[src/level_gain_pkg.sv]
// constants, register map and carrier types for the audio level and gain control block
// Operation
// - bit 7 of each channel level control selects auto (1) or manual (0) gain.
// - manual mode applies the six-bit digital gain in bits 5:0.
// - auto mode uses bits 6:0 of level control as minimum gain.
// - auto mode never raises amplifier gain above the shared upper limit bits 6:0.
// - high target holds integer dB in bits 6:1 and half dB in bit 0.
// - low target holds integer dB in bits 6:1 and half dB in bit 0.
// - noise floor in the same format classifies input as noise in auto mode.
// - per-channel read-only byte shows auto gain, or manual volume.
// - peak tick period is formed from low and high configuration bytes.
// - auto mode raises gain at the configured increase speed.
// - total increase within one peak tick period is capped by a seven-bit limit.
// - auto mode lowers gain at decrease speed, or noise speed when noise.
// - decrease per peak tick period is capped, with a separate noise cap.
// - after each auto gain change, mask up to a four-bit count of samples.
// - config bits: analog en, detector filter, analog filter, tick clear, detector max.
// - software reads the applied amplifier gain per channel in auto analog mode.
// - manual amplifier value readable in bits 6:0; bit 7 reads and writes mute.
// - fix register bit 7 forces amplifier gain to its bits 6:0.
// - channel swap bit 0 exchanges left and right amplifier assignment.
// - filter bypass bit 5 set bypasses level control; clear keeps it active.
package level_gain_pkg;

  localparam int ADDR_W = 12;
  localparam int DATA_W = 8;
  localparam int GAIN_W = 7;

  localparam logic [ADDR_W-1:0] ADDR_BYPASS = 12'hB40;
  localparam logic [ADDR_W-1:0] ADDR_LVL_L = 12'hB41;
  localparam logic [ADDR_W-1:0] ADDR_LVL_R = 12'hB42;
  localparam logic [ADDR_W-1:0] ADDR_UPPER = 12'hB43;
  localparam logic [ADDR_W-1:0] ADDR_THH = 12'hB44;
  localparam logic [ADDR_W-1:0] ADDR_THL = 12'hB46;
  localparam logic [ADDR_W-1:0] ADDR_THN = 12'hB48;
  localparam logic [ADDR_W-1:0] ADDR_RB_L = 12'hB4D;
  localparam logic [ADDR_W-1:0] ADDR_RB_R = 12'hB4E;
  localparam logic [ADDR_W-1:0] ADDR_TICK_LO = 12'hB50;
  localparam logic [ADDR_W-1:0] ADDR_TICK_HI = 12'hB51;
  localparam logic [ADDR_W-1:0] ADDR_CFG = 12'hB54;
  localparam logic [ADDR_W-1:0] ADDR_COEF = 12'hB55;
  localparam logic [ADDR_W-1:0] ADDR_DMASK = 12'hB56;
  localparam logic [ADDR_W-1:0] ADDR_INC_SPD = 12'hB57;
  localparam logic [ADDR_W-1:0] ADDR_INC_MAX = 12'hB58;
  localparam logic [ADDR_W-1:0] ADDR_DEC_SPD = 12'hB59;
  localparam logic [ADDR_W-1:0] ADDR_DEC_MAX = 12'hB5A;
  localparam logic [ADDR_W-1:0] ADDR_NOI_SPD = 12'hB5B;
  localparam logic [ADDR_W-1:0] ADDR_NOI_MAX = 12'hB5C;
  localparam logic [ADDR_W-1:0] ADDR_AMP_L = 12'hB5E;
  localparam logic [ADDR_W-1:0] ADDR_AMP_R = 12'hB5F;
  localparam logic [ADDR_W-1:0] ADDR_JUDGE = 12'hB60;
  localparam logic [ADDR_W-1:0] ADDR_TGT_L = 12'hB61;
  localparam logic [ADDR_W-1:0] ADDR_VAL_L = 12'hB62;
  localparam logic [ADDR_W-1:0] ADDR_FIX = 12'hB63;
  localparam logic [ADDR_W-1:0] ADDR_SWAP = 12'hB64;
  localparam logic [ADDR_W-1:0] ADDR_TGT_R = 12'hB65;
  localparam logic [ADDR_W-1:0] ADDR_VAL_R = 12'hB66;

  // field positions
  localparam int AUTO_BIT = 7;
  localparam int BYPASS_BIT = 5;
  localparam int CFG_ANALOG_BIT = 0;
  localparam int CFG_DET_IIR_BIT = 1;
  localparam int CFG_ANA_IIR_BIT = 2;
  localparam int CFG_TICK_CLR_BIT = 3;
  localparam int CFG_DET_MAX_BIT = 4;
  localparam int FIX_EN_BIT = 7;
  localparam int MUTE_BIT = 7;
  localparam int SWAP_BIT = 0;
  localparam int MAN_GAIN_W = 6;
  localparam int MASK_W = 4;

  typedef struct packed {
    logic [ADDR_W-1:0] addr;
    logic [DATA_W-1:0] wdata;
    logic wr;
    logic rd;
  } reg_req_t;

  typedef struct packed {
    logic analog_en;
    logic det_iir_en;
    logic ana_iir_en;
    logic tick_clr_en;
    logic det_max_en;
    logic [DATA_W-1:0] iir_coef;
  } filter_ctrl_t;

  typedef struct packed {
    logic [7:0] bypass, lvl_l, lvl_r, upper, thh, thl, thn, tick_lo, tick_hi;
    logic [7:0] cfg, coef, dmask, inc_spd, inc_max, dec_spd, dec_max, noi_spd, noi_max;
    logic [7:0] judge, tgt_l, tgt_r, fix, swap;
    logic mute_l, mute_r;
  } cfg_t;

  localparam cfg_t CFG_RESET = '{bypass: 8'hFB, lvl_l: 8'h20, lvl_r: 8'h20, upper: 8'h33,
    thh: 8'h60, thl: 8'h40, thn: 8'h02, tick_lo: 8'h00, tick_hi: 8'h02, cfg: 8'h0A,
    coef: 8'hFA, dmask: 8'h00, inc_spd: 8'h0A, inc_max: 8'h03, dec_spd: 8'h08,
    dec_max: 8'h06, noi_spd: 8'h06, noi_max: 8'h06, judge: 8'h40, tgt_l: 8'h00,
    tgt_r: 8'h00, fix: 8'h80, swap: 8'h00, mute_l: 1'b0, mute_r: 1'b0};

  typedef struct packed {
    logic [GAIN_W-1:0] gain;
    logic [DATA_W-1:0] spd_cnt;
    logic [GAIN_W-1:0] up_used;
    logic [GAIN_W-1:0] dn_used;
    logic [MASK_W-1:0] mask_cnt;
    logic [GAIN_W-1:0] amp_val;
    logic [DATA_W-1:0] judge_cnt;
  } chan_t;

  localparam chan_t CHAN_RESET = '0;
  localparam logic [15:0] TICK_RESET = 16'h0000;

endpackage : level_gain_pkg

[src/level_gain_ctrl.sv]
// audio input level control and amplifier gain logic, both channels
`timescale 1ns/1ps
`default_nettype none
module level_gain_ctrl
  import level_gain_pkg::*;
(
  input wire logic clk_sys_in,
  input wire logic nrst_in,
  input wire reg_req_t reg_req_in,
  output logic [DATA_W-1:0] reg_rdata_out,
  input wire logic [1:0][GAIN_W-1:0] level_in,
  input wire logic level_valid_in,
  output logic [1:0][GAIN_W-1:0] digital_gain_out,
  output logic [1:0][GAIN_W-1:0] amp_gain_out,
  output logic [1:0] amp_mute_out,
  output logic [1:0] sample_mask_out,
  output logic level_bypass_out,
  output filter_ctrl_t filter_ctrl_out
);

  cfg_t cfg_reg;
  cfg_t cfg_next;
  chan_t chan_reg [2];
  chan_t chan_next [2];
  logic [15:0] tick_cnt_reg;
  logic [15:0] tick_cnt_next;
  logic [DATA_W-1:0] rdata_reg;
  logic [DATA_W-1:0] rdata_next;
  logic [1:0][GAIN_W-1:0] amp_gain_reg;
  logic [1:0][GAIN_W-1:0] amp_gain_next;
  logic [1:0][GAIN_W-1:0] dig_gain_reg;
  logic [1:0][GAIN_W-1:0] dig_gain_next;
  logic [1:0] mask_out_reg;
  logic [1:0] mask_out_next;

  logic [1:0][7:0] lvl_ctrl;
  logic [1:0][7:0] tgt;
  logic [1:0] auto_mode;
  logic [1:0][GAIN_W-1:0] amp_pre;
  logic [1:0] changed;
  logic [15:0] tick_period;
  logic tick_end;
  logic active;

  assign lvl_ctrl[0] = cfg_reg.lvl_l;
  assign lvl_ctrl[1] = cfg_reg.lvl_r;
  assign tgt[0] = cfg_reg.tgt_l;
  assign tgt[1] = cfg_reg.tgt_r;
  assign auto_mode[0] = cfg_reg.lvl_l[AUTO_BIT];
  assign auto_mode[1] = cfg_reg.lvl_r[AUTO_BIT];
  assign active = ~cfg_reg.bypass[BYPASS_BIT];
  assign tick_period = {cfg_reg.tick_hi, cfg_reg.tick_lo};

  ////////////////////////////////////////////////////////////////////////////
  // register writes

  always_comb
  begin
    cfg_next = cfg_reg;
    if (reg_req_in.wr)
    begin
      case (reg_req_in.addr)
        ADDR_BYPASS: cfg_next.bypass = reg_req_in.wdata;
        ADDR_LVL_L: cfg_next.lvl_l = reg_req_in.wdata;
        ADDR_LVL_R: cfg_next.lvl_r = reg_req_in.wdata;
        ADDR_UPPER: cfg_next.upper = reg_req_in.wdata;
        ADDR_THH: cfg_next.thh = reg_req_in.wdata;
        ADDR_THL: cfg_next.thl = reg_req_in.wdata;
        ADDR_THN: cfg_next.thn = reg_req_in.wdata;
        ADDR_TICK_LO: cfg_next.tick_lo = reg_req_in.wdata;
        ADDR_TICK_HI: cfg_next.tick_hi = reg_req_in.wdata;
        ADDR_CFG: cfg_next.cfg = reg_req_in.wdata;
        ADDR_COEF: cfg_next.coef = reg_req_in.wdata;
        ADDR_DMASK: cfg_next.dmask = reg_req_in.wdata;
        ADDR_INC_SPD: cfg_next.inc_spd = reg_req_in.wdata;
        ADDR_INC_MAX: cfg_next.inc_max = reg_req_in.wdata;
        ADDR_DEC_SPD: cfg_next.dec_spd = reg_req_in.wdata;
        ADDR_DEC_MAX: cfg_next.dec_max = reg_req_in.wdata;
        ADDR_NOI_SPD: cfg_next.noi_spd = reg_req_in.wdata;
        ADDR_NOI_MAX: cfg_next.noi_max = reg_req_in.wdata;
        ADDR_JUDGE: cfg_next.judge = reg_req_in.wdata;
        // bit 7 of a target is a status bit, writes only keep the target
        ADDR_TGT_L: cfg_next.tgt_l = {1'b0, reg_req_in.wdata[GAIN_W-1:0]};
        ADDR_TGT_R: cfg_next.tgt_r = {1'b0, reg_req_in.wdata[GAIN_W-1:0]};
        ADDR_VAL_L: cfg_next.mute_l = reg_req_in.wdata[MUTE_BIT];
        ADDR_VAL_R: cfg_next.mute_r = reg_req_in.wdata[MUTE_BIT];
        ADDR_FIX: cfg_next.fix = reg_req_in.wdata;
        ADDR_SWAP: cfg_next.swap = reg_req_in.wdata;
        default: cfg_next = cfg_reg;
      endcase
    end
  end

  always_ff @(posedge clk_sys_in or negedge nrst_in)
  begin
    if (!nrst_in)
      cfg_reg <= CFG_RESET;
    else
      cfg_reg <= cfg_next;
  end

  ////////////////////////////////////////////////////////////////////////////
  // peak tick period, counted in system clocks

  always_comb
  begin
    tick_end = (tick_period == 16'h0000) || (tick_cnt_reg >= tick_period - 16'h0001);
    if (tick_end || (cfg_reg.cfg[CFG_TICK_CLR_BIT] && (|changed)))
      tick_cnt_next = TICK_RESET;
    else
      tick_cnt_next = tick_cnt_reg + 16'h0001;
  end

  always_ff @(posedge clk_sys_in or negedge nrst_in)
  begin
    if (!nrst_in)
      tick_cnt_reg <= TICK_RESET;
    else
      tick_cnt_reg <= tick_cnt_next;
  end

  ////////////////////////////////////////////////////////////////////////////
  // per-channel tracking and manual amplifier ramp

  always_comb
  begin
    logic [GAIN_W-1:0] lvl;
    logic [GAIN_W-1:0] gmin;
    logic [GAIN_W-1:0] gmax;
    logic [GAIN_W-1:0] cap;
    logic [DATA_W-1:0] spd;
    logic noise;
    logic want_up;
    logic want_dn;
    logic [GAIN_W-1:0] g;
    lvl = '0;
    gmin = '0;
    gmax = '0;
    cap = '0;
    spd = '0;
    noise = 1'b0;
    want_up = 1'b0;
    want_dn = 1'b0;
    g = '0;
    changed = 2'b00;
    for (int c = 0; c < 2; c++)
    begin
      chan_next[c] = chan_reg[c];
      lvl = level_in[c];
      gmin = lvl_ctrl[c][GAIN_W-1:0];
      gmax = cfg_reg.upper[GAIN_W-1:0];
      noise = lvl < cfg_reg.thn[GAIN_W-1:0];
      want_dn = noise || (lvl > cfg_reg.thh[GAIN_W-1:0]);
      want_up = !noise && (lvl < cfg_reg.thl[GAIN_W-1:0]);
      spd = want_up ? cfg_reg.inc_spd : (noise ? cfg_reg.noi_spd : cfg_reg.dec_spd);
      cap = want_up ? cfg_reg.inc_max[GAIN_W-1:0]
        : (noise ? cfg_reg.noi_max[GAIN_W-1:0] : cfg_reg.dec_max[GAIN_W-1:0]);
      g = chan_reg[c].gain;
      if (tick_end)
      begin
        chan_next[c].up_used = '0;
        chan_next[c].dn_used = '0;
      end
      if (auto_mode[c] && active)
      begin
        // limits may move under a running gain, so clamp first; max wins if they cross
        if (g < gmin)
          g = gmin;
        if (g > gmax)
          g = gmax;
        if (level_valid_in && (chan_reg[c].mask_cnt != '0))
          chan_next[c].mask_cnt = chan_reg[c].mask_cnt - 1'b1;
        else if (level_valid_in && (want_up || want_dn))
        begin
          if (chan_reg[c].spd_cnt >= spd)
          begin
            chan_next[c].spd_cnt = '0;
            if (want_up && (g < gmax) && (chan_reg[c].up_used < cap))
            begin
              g = g + 1'b1;
              if (!tick_end)
                chan_next[c].up_used = chan_reg[c].up_used + 1'b1;
            end
            else if (want_dn && (g > gmin) && (chan_reg[c].dn_used < cap))
            begin
              g = g - 1'b1;
              if (!tick_end)
                chan_next[c].dn_used = chan_reg[c].dn_used + 1'b1;
            end
          end
          else
            chan_next[c].spd_cnt = chan_reg[c].spd_cnt + 1'b1;
        end
        else if (level_valid_in)
          chan_next[c].spd_cnt = '0;
        if (g != chan_reg[c].gain)
        begin
          changed[c] = 1'b1;
          chan_next[c].mask_cnt = cfg_reg.dmask[MASK_W-1:0];
        end
        chan_next[c].gain = g;
      end
      else
        chan_next[c].mask_cnt = '0;
      // manual amplifier ramp: one step every judge-speed plus one clocks toward target
      if (chan_reg[c].amp_val == tgt[c][GAIN_W-1:0])
        chan_next[c].judge_cnt = '0;
      else if (chan_reg[c].judge_cnt >= cfg_reg.judge)
      begin
        chan_next[c].judge_cnt = '0;
        if (chan_reg[c].amp_val < tgt[c][GAIN_W-1:0])
          chan_next[c].amp_val = chan_reg[c].amp_val + 1'b1;
        else
          chan_next[c].amp_val = chan_reg[c].amp_val - 1'b1;
      end
      else
        chan_next[c].judge_cnt = chan_reg[c].judge_cnt + 1'b1;
    end
  end

  always_ff @(posedge clk_sys_in or negedge nrst_in)
  begin
    if (!nrst_in)
    begin
      chan_reg[0] <= CHAN_RESET;
      chan_reg[1] <= CHAN_RESET;
    end
    else
    begin
      chan_reg[0] <= chan_next[0];
      chan_reg[1] <= chan_next[1];
    end
  end

  ////////////////////////////////////////////////////////////////////////////
  // gain selection and outputs

  always_comb
  begin
    for (int c = 0; c < 2; c++)
    begin
      if (cfg_reg.fix[FIX_EN_BIT])
        amp_pre[c] = cfg_reg.fix[GAIN_W-1:0];
      else if (auto_mode[c] && active && cfg_reg.cfg[CFG_ANALOG_BIT])
        amp_pre[c] = chan_reg[c].gain;
      else
        amp_pre[c] = chan_reg[c].amp_val;
      if (auto_mode[c] && active && !cfg_reg.cfg[CFG_ANALOG_BIT])
        dig_gain_next[c] = chan_reg[c].gain;
      else
        dig_gain_next[c] = {1'b0, lvl_ctrl[c][MAN_GAIN_W-1:0]};
      mask_out_next[c] = chan_reg[c].mask_cnt != '0;
    end
    if (cfg_reg.swap[SWAP_BIT])
      amp_gain_next = {amp_pre[0], amp_pre[1]};
    else
      amp_gain_next = amp_pre;
  end

  always_ff @(posedge clk_sys_in or negedge nrst_in)
  begin
    if (!nrst_in)
    begin
      amp_gain_reg <= '0;
      dig_gain_reg <= '0;
      mask_out_reg <= 2'b00;
    end
    else
    begin
      amp_gain_reg <= amp_gain_next;
      dig_gain_reg <= dig_gain_next;
      mask_out_reg <= mask_out_next;
    end
  end

  assign amp_gain_out = amp_gain_reg;
  assign digital_gain_out = dig_gain_reg;
  assign sample_mask_out = mask_out_reg;
  assign amp_mute_out = {cfg_reg.mute_r, cfg_reg.mute_l};
  assign level_bypass_out = cfg_reg.bypass[BYPASS_BIT];
  assign filter_ctrl_out = '{analog_en: cfg_reg.cfg[CFG_ANALOG_BIT],
    det_iir_en: cfg_reg.cfg[CFG_DET_IIR_BIT], ana_iir_en: cfg_reg.cfg[CFG_ANA_IIR_BIT],
    tick_clr_en: cfg_reg.cfg[CFG_TICK_CLR_BIT], det_max_en: cfg_reg.cfg[CFG_DET_MAX_BIT],
    iir_coef: cfg_reg.coef};

  ////////////////////////////////////////////////////////////////////////////
  // register reads, data valid in the cycle after the strobe only

  always_comb
  begin
    rdata_next = '0;
    if (reg_req_in.rd)
    begin
      case (reg_req_in.addr)
        ADDR_BYPASS: rdata_next = cfg_reg.bypass;
        ADDR_LVL_L: rdata_next = cfg_reg.lvl_l;
        ADDR_LVL_R: rdata_next = cfg_reg.lvl_r;
        ADDR_UPPER: rdata_next = cfg_reg.upper;
        ADDR_THH: rdata_next = cfg_reg.thh;
        ADDR_THL: rdata_next = cfg_reg.thl;
        ADDR_THN: rdata_next = cfg_reg.thn;
        ADDR_RB_L: rdata_next = {1'b0, auto_mode[0] ? chan_reg[0].gain
          : {1'b0, cfg_reg.lvl_l[MAN_GAIN_W-1:0]}};
        ADDR_RB_R: rdata_next = {1'b0, auto_mode[1] ? chan_reg[1].gain
          : {1'b0, cfg_reg.lvl_r[MAN_GAIN_W-1:0]}};
        ADDR_TICK_LO: rdata_next = cfg_reg.tick_lo;
        ADDR_TICK_HI: rdata_next = cfg_reg.tick_hi;
        ADDR_CFG: rdata_next = cfg_reg.cfg;
        ADDR_COEF: rdata_next = cfg_reg.coef;
        ADDR_DMASK: rdata_next = cfg_reg.dmask;
        ADDR_INC_SPD: rdata_next = cfg_reg.inc_spd;
        ADDR_INC_MAX: rdata_next = cfg_reg.inc_max;
        ADDR_DEC_SPD: rdata_next = cfg_reg.dec_spd;
        ADDR_DEC_MAX: rdata_next = cfg_reg.dec_max;
        ADDR_NOI_SPD: rdata_next = cfg_reg.noi_spd;
        ADDR_NOI_MAX: rdata_next = cfg_reg.noi_max;
        ADDR_AMP_L: rdata_next = {1'b0, amp_gain_reg[0]};
        ADDR_AMP_R: rdata_next = {1'b0, amp_gain_reg[1]};
        ADDR_JUDGE: rdata_next = cfg_reg.judge;
        ADDR_TGT_L: rdata_next = {chan_reg[0].amp_val == cfg_reg.tgt_l[GAIN_W-1:0],
          cfg_reg.tgt_l[GAIN_W-1:0]};
        ADDR_TGT_R: rdata_next = {chan_reg[1].amp_val == cfg_reg.tgt_r[GAIN_W-1:0],
          cfg_reg.tgt_r[GAIN_W-1:0]};
        ADDR_VAL_L: rdata_next = {cfg_reg.mute_l, chan_reg[0].amp_val};
        ADDR_VAL_R: rdata_next = {cfg_reg.mute_r, chan_reg[1].amp_val};
        ADDR_FIX: rdata_next = cfg_reg.fix;
        ADDR_SWAP: rdata_next = cfg_reg.swap;
        default: rdata_next = '0;
      endcase
    end
  end

  always_ff @(posedge clk_sys_in or negedge nrst_in)
  begin
    if (!nrst_in)
      rdata_reg <= '0;
    else
      rdata_reg <= rdata_next;
  end

  assign reg_rdata_out = rdata_reg;

endmodule : level_gain_ctrl
`default_nettype wire

[config.mk]
export PLATFORM = sky130hd
export DESIGN_NAME = level_gain_ctrl
export DESIGN_NICKNAME = d
export VERILOG_FILES = /design/src/level_gain_pkg.sv /design/src/level_gain_ctrl.sv
export SDC_FILE = /design/constraint.sdc
export NUM_CORES = 1
export LEC_CHECK = 0
export BUFFER_PORTS_ARGS = -buffer_cell sky130_fd_sc_hd__buf_2
export CAP_MARGIN = 20
export CORE_ASPECT_RATIO = 1.5
export CORE_MARGIN = 3
export CORE_UTILIZATION = 45
export DETAILED_ROUTE_END_ITERATION = 8
export GPL_TIMING_DRIVEN = 0
export HOLD_SLACK_MARGIN = 0.08
export PLACE_DENSITY = 0.7
export SETUP_SLACK_MARGIN = 0.15
export SYNTH_ARGS = -nofsm -noshare
export SYNTH_HDL_FRONTEND = slang
export SYNTH_SLANG_ARGS = --single-unit
export TNS_END_PERCENT = 1
[constraint.sdc]
create_clock -name clk_sys_in -period 6.95 [get_ports clk_sys_in]
set_input_delay 0 -clock clk_sys_in [delete_from_list [all_inputs] [get_ports clk_sys_in]]
set_output_delay 0 -clock clk_sys_in [all_outputs]
set_load 0.005 [all_outputs]
==> insert_results.sql <==
INSERT INTO impl_metrics (metric_group, metric, value, unit) VALUES
('outcome', 'outcome', 'finished clean', ''),
('synth', 'post_synth_main_area_contributors', 'sky130_fd_sc_hd__dfrtp_1 (32%), sky130_fd_sc_hd__ha_1 (11%), sky130_fd_sc_hd__mux2_2 (11%)', ''),
('setup_path', 'timing.critical_path.slowest_stage_cell', 'sky130_fd_sc_hd__or4_4', ''),
('route', 'vias', '21612', ''),
('final_layout', 'area_delta_synth_final', '18.59', '%'),
('sta', 'holdWs', '74.43', 'ps'),
('final_layout', 'largest_register_ff_count', '166', ''),
('synth', 'yosysSeqAreaShare', '0.3614', ''),
('cts', 'clk_pin_slew_worst_paths', '60', 'ps'),
('setup_path', 'critPathRequiredTime', '7440', 'ps'),
('cts', 'clock_sink_count', '334', ''),
('power_and_ir_drop', 'cellLeakagePower', '12.36', 'nW'),
('floorplanning', 'core_area', '50930', 'µm²'),
('place', 'hpwl', '69060', 'µm'),
('setup_path', 'path_max_fanout', '6', ''),
('cts', 'cts_max_path_buffers', '3', ''),
('power_and_ir_drop', 'ir_worst_vdd', '0.2270', 'mV'),
('synth', 'postSynthCellCount', '2401', ''),
('sta', 'timing.final.max_slew_violations', '0', ''),
('floorplanning', 'placementRows', '101', ''),
('cts', 'cts_tree', 'done', ''),
('floorplanning', 'floorplan.initialDensity', '0.4567', ''),
('power_and_ir_drop', 'total_power', '6.423', 'mW'),
('sta', 'final-hold-violation-count', '0', ''),
('cts', 'clock_tree.htree_level_count', '2', ''),
('route', 'first_pass_iters', '7', ''),
('global_routing', 'global_route.overflow_total', '0', ''),
('final_layout', 'fin_util', '0.5416', ''),
('route', 'detailedRoute.firstIterationViolations', '2107', ''),
('global_routing', 'global_route_usage_sum', '0.3307', ''),
('synth', 'synthArstFlopShare', '1.000', ''),
('floorplanning', 'fp.dieH', '284.4', 'µm'),
('sta', 'worstMarginPinSlew', '1213', 'ps'),
('synth', 'synthesis.area', '23260', 'µm²'),
('global_routing', 'number_of_antenna_violations_at_the_first_check_in_global_routing', '6', ''),
('synth', 'synth_warnings', '0', ''),
('sta', 'max-slew-margin-rel', '0.1912', ''),
('synth', 'synth_commonest_cells', 'sky130_fd_sc_hd__dfrtp_1 (295), sky130_fd_sc_hd__mux2_2 (218), sky130_fd_sc_hd__nor2_1 (212)', ''),
('setup_path', 'critPathKind', 'register to register', ''),
('synth', 'dominantRegCellSynth', 'sky130_fd_sc_hd__dfrtp_1', ''),
('run', 'maxCapViolCount', '0', ''),
('synth', 'ys_seq_elements', '334', ''),
('sta', 'rsz0062_at_grt', 'true', ''),
('global_routing', 'via_count_of_the_first_global_routing_pass', '21774', ''),
('route', 'final_routed_wirelength_across_all_metal_layers', '92070', 'µm'),
('power_and_ir_drop', 'cellPowerDensity', '232.9', 'nW/µm²'),
('cts', 'cts_root_buffer', 'sky130_fd_sc_hd__clkbuf_16', ''),
('final_layout', 'layout.nets', '2878', ''),
('cts', 'clock_insertion_delay_worst_skew', '570', 'ps'),
('hold_path', 'hp-class', 'input pin to asynchronous set/reset pin', ''),
('route', 'post_drt_via_cell_ratio', '6.478', ''),
('synth', 'synth_largest_area_cell', 'sky130_fd_sc_hd__dfrtp_1', ''),
('place', 'portBuffers', '88', ''),
('setup_path', 'critical_path.endpoint_type', 'register', ''),
('setup_path', 'delay_contributed_by_the_slowest_stage_of_the_critical_path', '590', 'ps'),
('floorplanning', 'fp.dieW', '191.6', 'µm'),
('setup_path', 'cp.arrival', '7370', 'ps'),
('synth', 'synth_enable_flop_cells', '0', ''),
('synth', 'syn_avg_cell_area', '9.688', 'µm²'),
('sta', 'final.setup_skew', '27.78', 'ps'),
('place', 'place_inst', '3160', ''),
('place', 'place.gp.congestion', '0.9950', ''),
('sta', 'fin_crit', '6879', 'ps'),
('global_routing', 'grt_pass1_wl', '135400', 'µm'),
('sta', 'final_worst_path_period_share', '0.9898', ''),
('final_layout', 'instances_no_fill', '3336', ''),
('sta', 'final-setup-viol-count', '0', ''),
('route', 'post_drt_wl_per_cell', '27.60', 'µm'),
('floorplanning', 'fp.dieArea', '54510', 'µm²'),
('route', 'drt_drc_violations_left', '0', ''),
('route', 'postRouteAntennaNets', '0', ''),
('setup_path', 'crit_path_launch_type', 'register', ''),
('setup_path', 'cpMostUsedCell', 'sky130_fd_sc_hd__ha_4', ''),
('global_routing', 'grt_start_max_net_pins', '124', ''),
('floorplanning', 'num_io_pins', '93', ''),
('synth', 'synth.top_cell.area_share', '0.3174', ''),
('synth', 'synth.distinct_cells', '100', ''),
('cts', 'numCtsBuffers', '36', ''),
('synth', 'postSynthNetCount', '2644', ''),
('final_layout', 'layout_cells_sized_above_1', '0.2581', ''),
('synth', 'synthMostInstantiatedCell', 'sky130_fd_sc_hd__dfrtp_1', ''),
('sta', 'max_clock_freq', '145.4', 'MHz');
==> cell type report <==
type,count,area (µm²)
diodes,5,12.51
plain buffers,111,610.6
clock buffers,50,1033
clock inverters,15,260.3
fillers,4487,23340
inverters,105,411.6
multi-input cells,1851,14600
flip-flops and latches,334,8422
well taps,669,837.1
repair buffers,196,1401
==> routing by layer <==
layer / GRT usage / wire [µm]
met1: 0.3619 / 32100
met2: 0.5557 / 43600
met3: 0.06095 / 6779
met4: 0.2638 / 9552
met5: 0 / 30
==> worst max-delay path, delay by kind of cell, from the launching register on <==
kind | cells | cell delay (ps)
and+or+nand+nor | 5 | 1200
AOI/OAI and AO/OA | 14 | 3110
buffers and inverters | 5 | 850
muxes | 2 | 490
adders and majority gates | 3 | 720
DFF | 1 | 420
==> cells in the final DEF, fill, tap and decap left out, drive strengths merged, types with 15 or more instances in the layout <==
cell type,count
dfstp,39
nand2b,27
mux2,220
dfrtp,295
a222oi,15
xor2,53
a22oi,51
and3,35
nor3,40
ha,202
nand2,172
a21oi,110
a21o,50
o21ai,100
mux2i,53
a22o,17
nand4,47
a211oi,38
xnor2,50
clkbuf,131
o211ai,18
nor2,223
buf,215
a221oi,27
inv,103
nand3,68
nor2b,29
==> final timing paths <==
path | from | endpoint | slack (ps) | cells after the start
hold / removal | nrst_in | chan_reg[11]$_DFFE_PN0P_ | 70 | 2
hold reg to reg | cfg_reg[4]$_DFFE_PN0P_ | cfg_reg[4]$_DFFE_PN0P_ | 510 | 1
setup / recovery | cfg_reg[172]$_DFFE_PN0P_ | tick_cnt_reg[1]$_DFF_PN0_ | 70 | 29
min in group clk_sys_in | reg_req_in[15] | amp_mute_out[1]$_DFFE_PN0P_ | 190 | 5
setup reg to reg | cfg_reg[172]$_DFFE_PN0P_ | tick_cnt_reg[1]$_DFF_PN0_ | 70 | 29
max in group asynchronous | nrst_in | digital_gain_out[0]$_DFF_PN0_ | 5710 | 3
==> what timing repair did <==
| item | 4_1_cts | 5_1_grt |
|---|---|---|
| gates resized for setup | 136 | 71 |
| gates cloned | 1 | 0 |
| pin swaps | 32 | 42 |
| setup buffers | 65 | 28 |
| endpoints found under the setup margin | 66 | 28 |
| hold buffers | 11 | 0 |
| hold endpoints to repair | 124 | 0 |
==> stage by stage <==
| stage | setup slack, ps | TNS, ps | area [µm²] |
|---|---|---|---|
| 6_report | 70.67 | 0 | 27580 |
| 5_1_grt | -48.60 | -338.7 | 27570 |
| 4_1_cts | 153.2 | 0 | 27090 |
| 3_5_place_dp | -1751 | -54730 | 24610 |
| 3_3_place_gp | -1745 | -204960 | 24540 |
| 2_1_floorplan | 215.2 | 0 | 23260 |
==> power breakdown <==
group          switching [mW]  internal (mW)  leakage, nW  total (mW)
sequential              0.184           2.06         4.37        2.24
clock                   0.877           1.27        0.630        2.15
combinational            1.12          0.913         7.36        2.03
==> cell families after synthesis <==
logic type,after synthesis,synth area share
compound gates,550,0.1690
xor+xnor,105,0.04072
fa+ha+maj,204,0.1104
buf+inv,216,0.03900
flops,334,0.3614
mux,273,0.1296
simple gates,719,0.1499
Note: power is estimated with default switching activity, not from simulation.
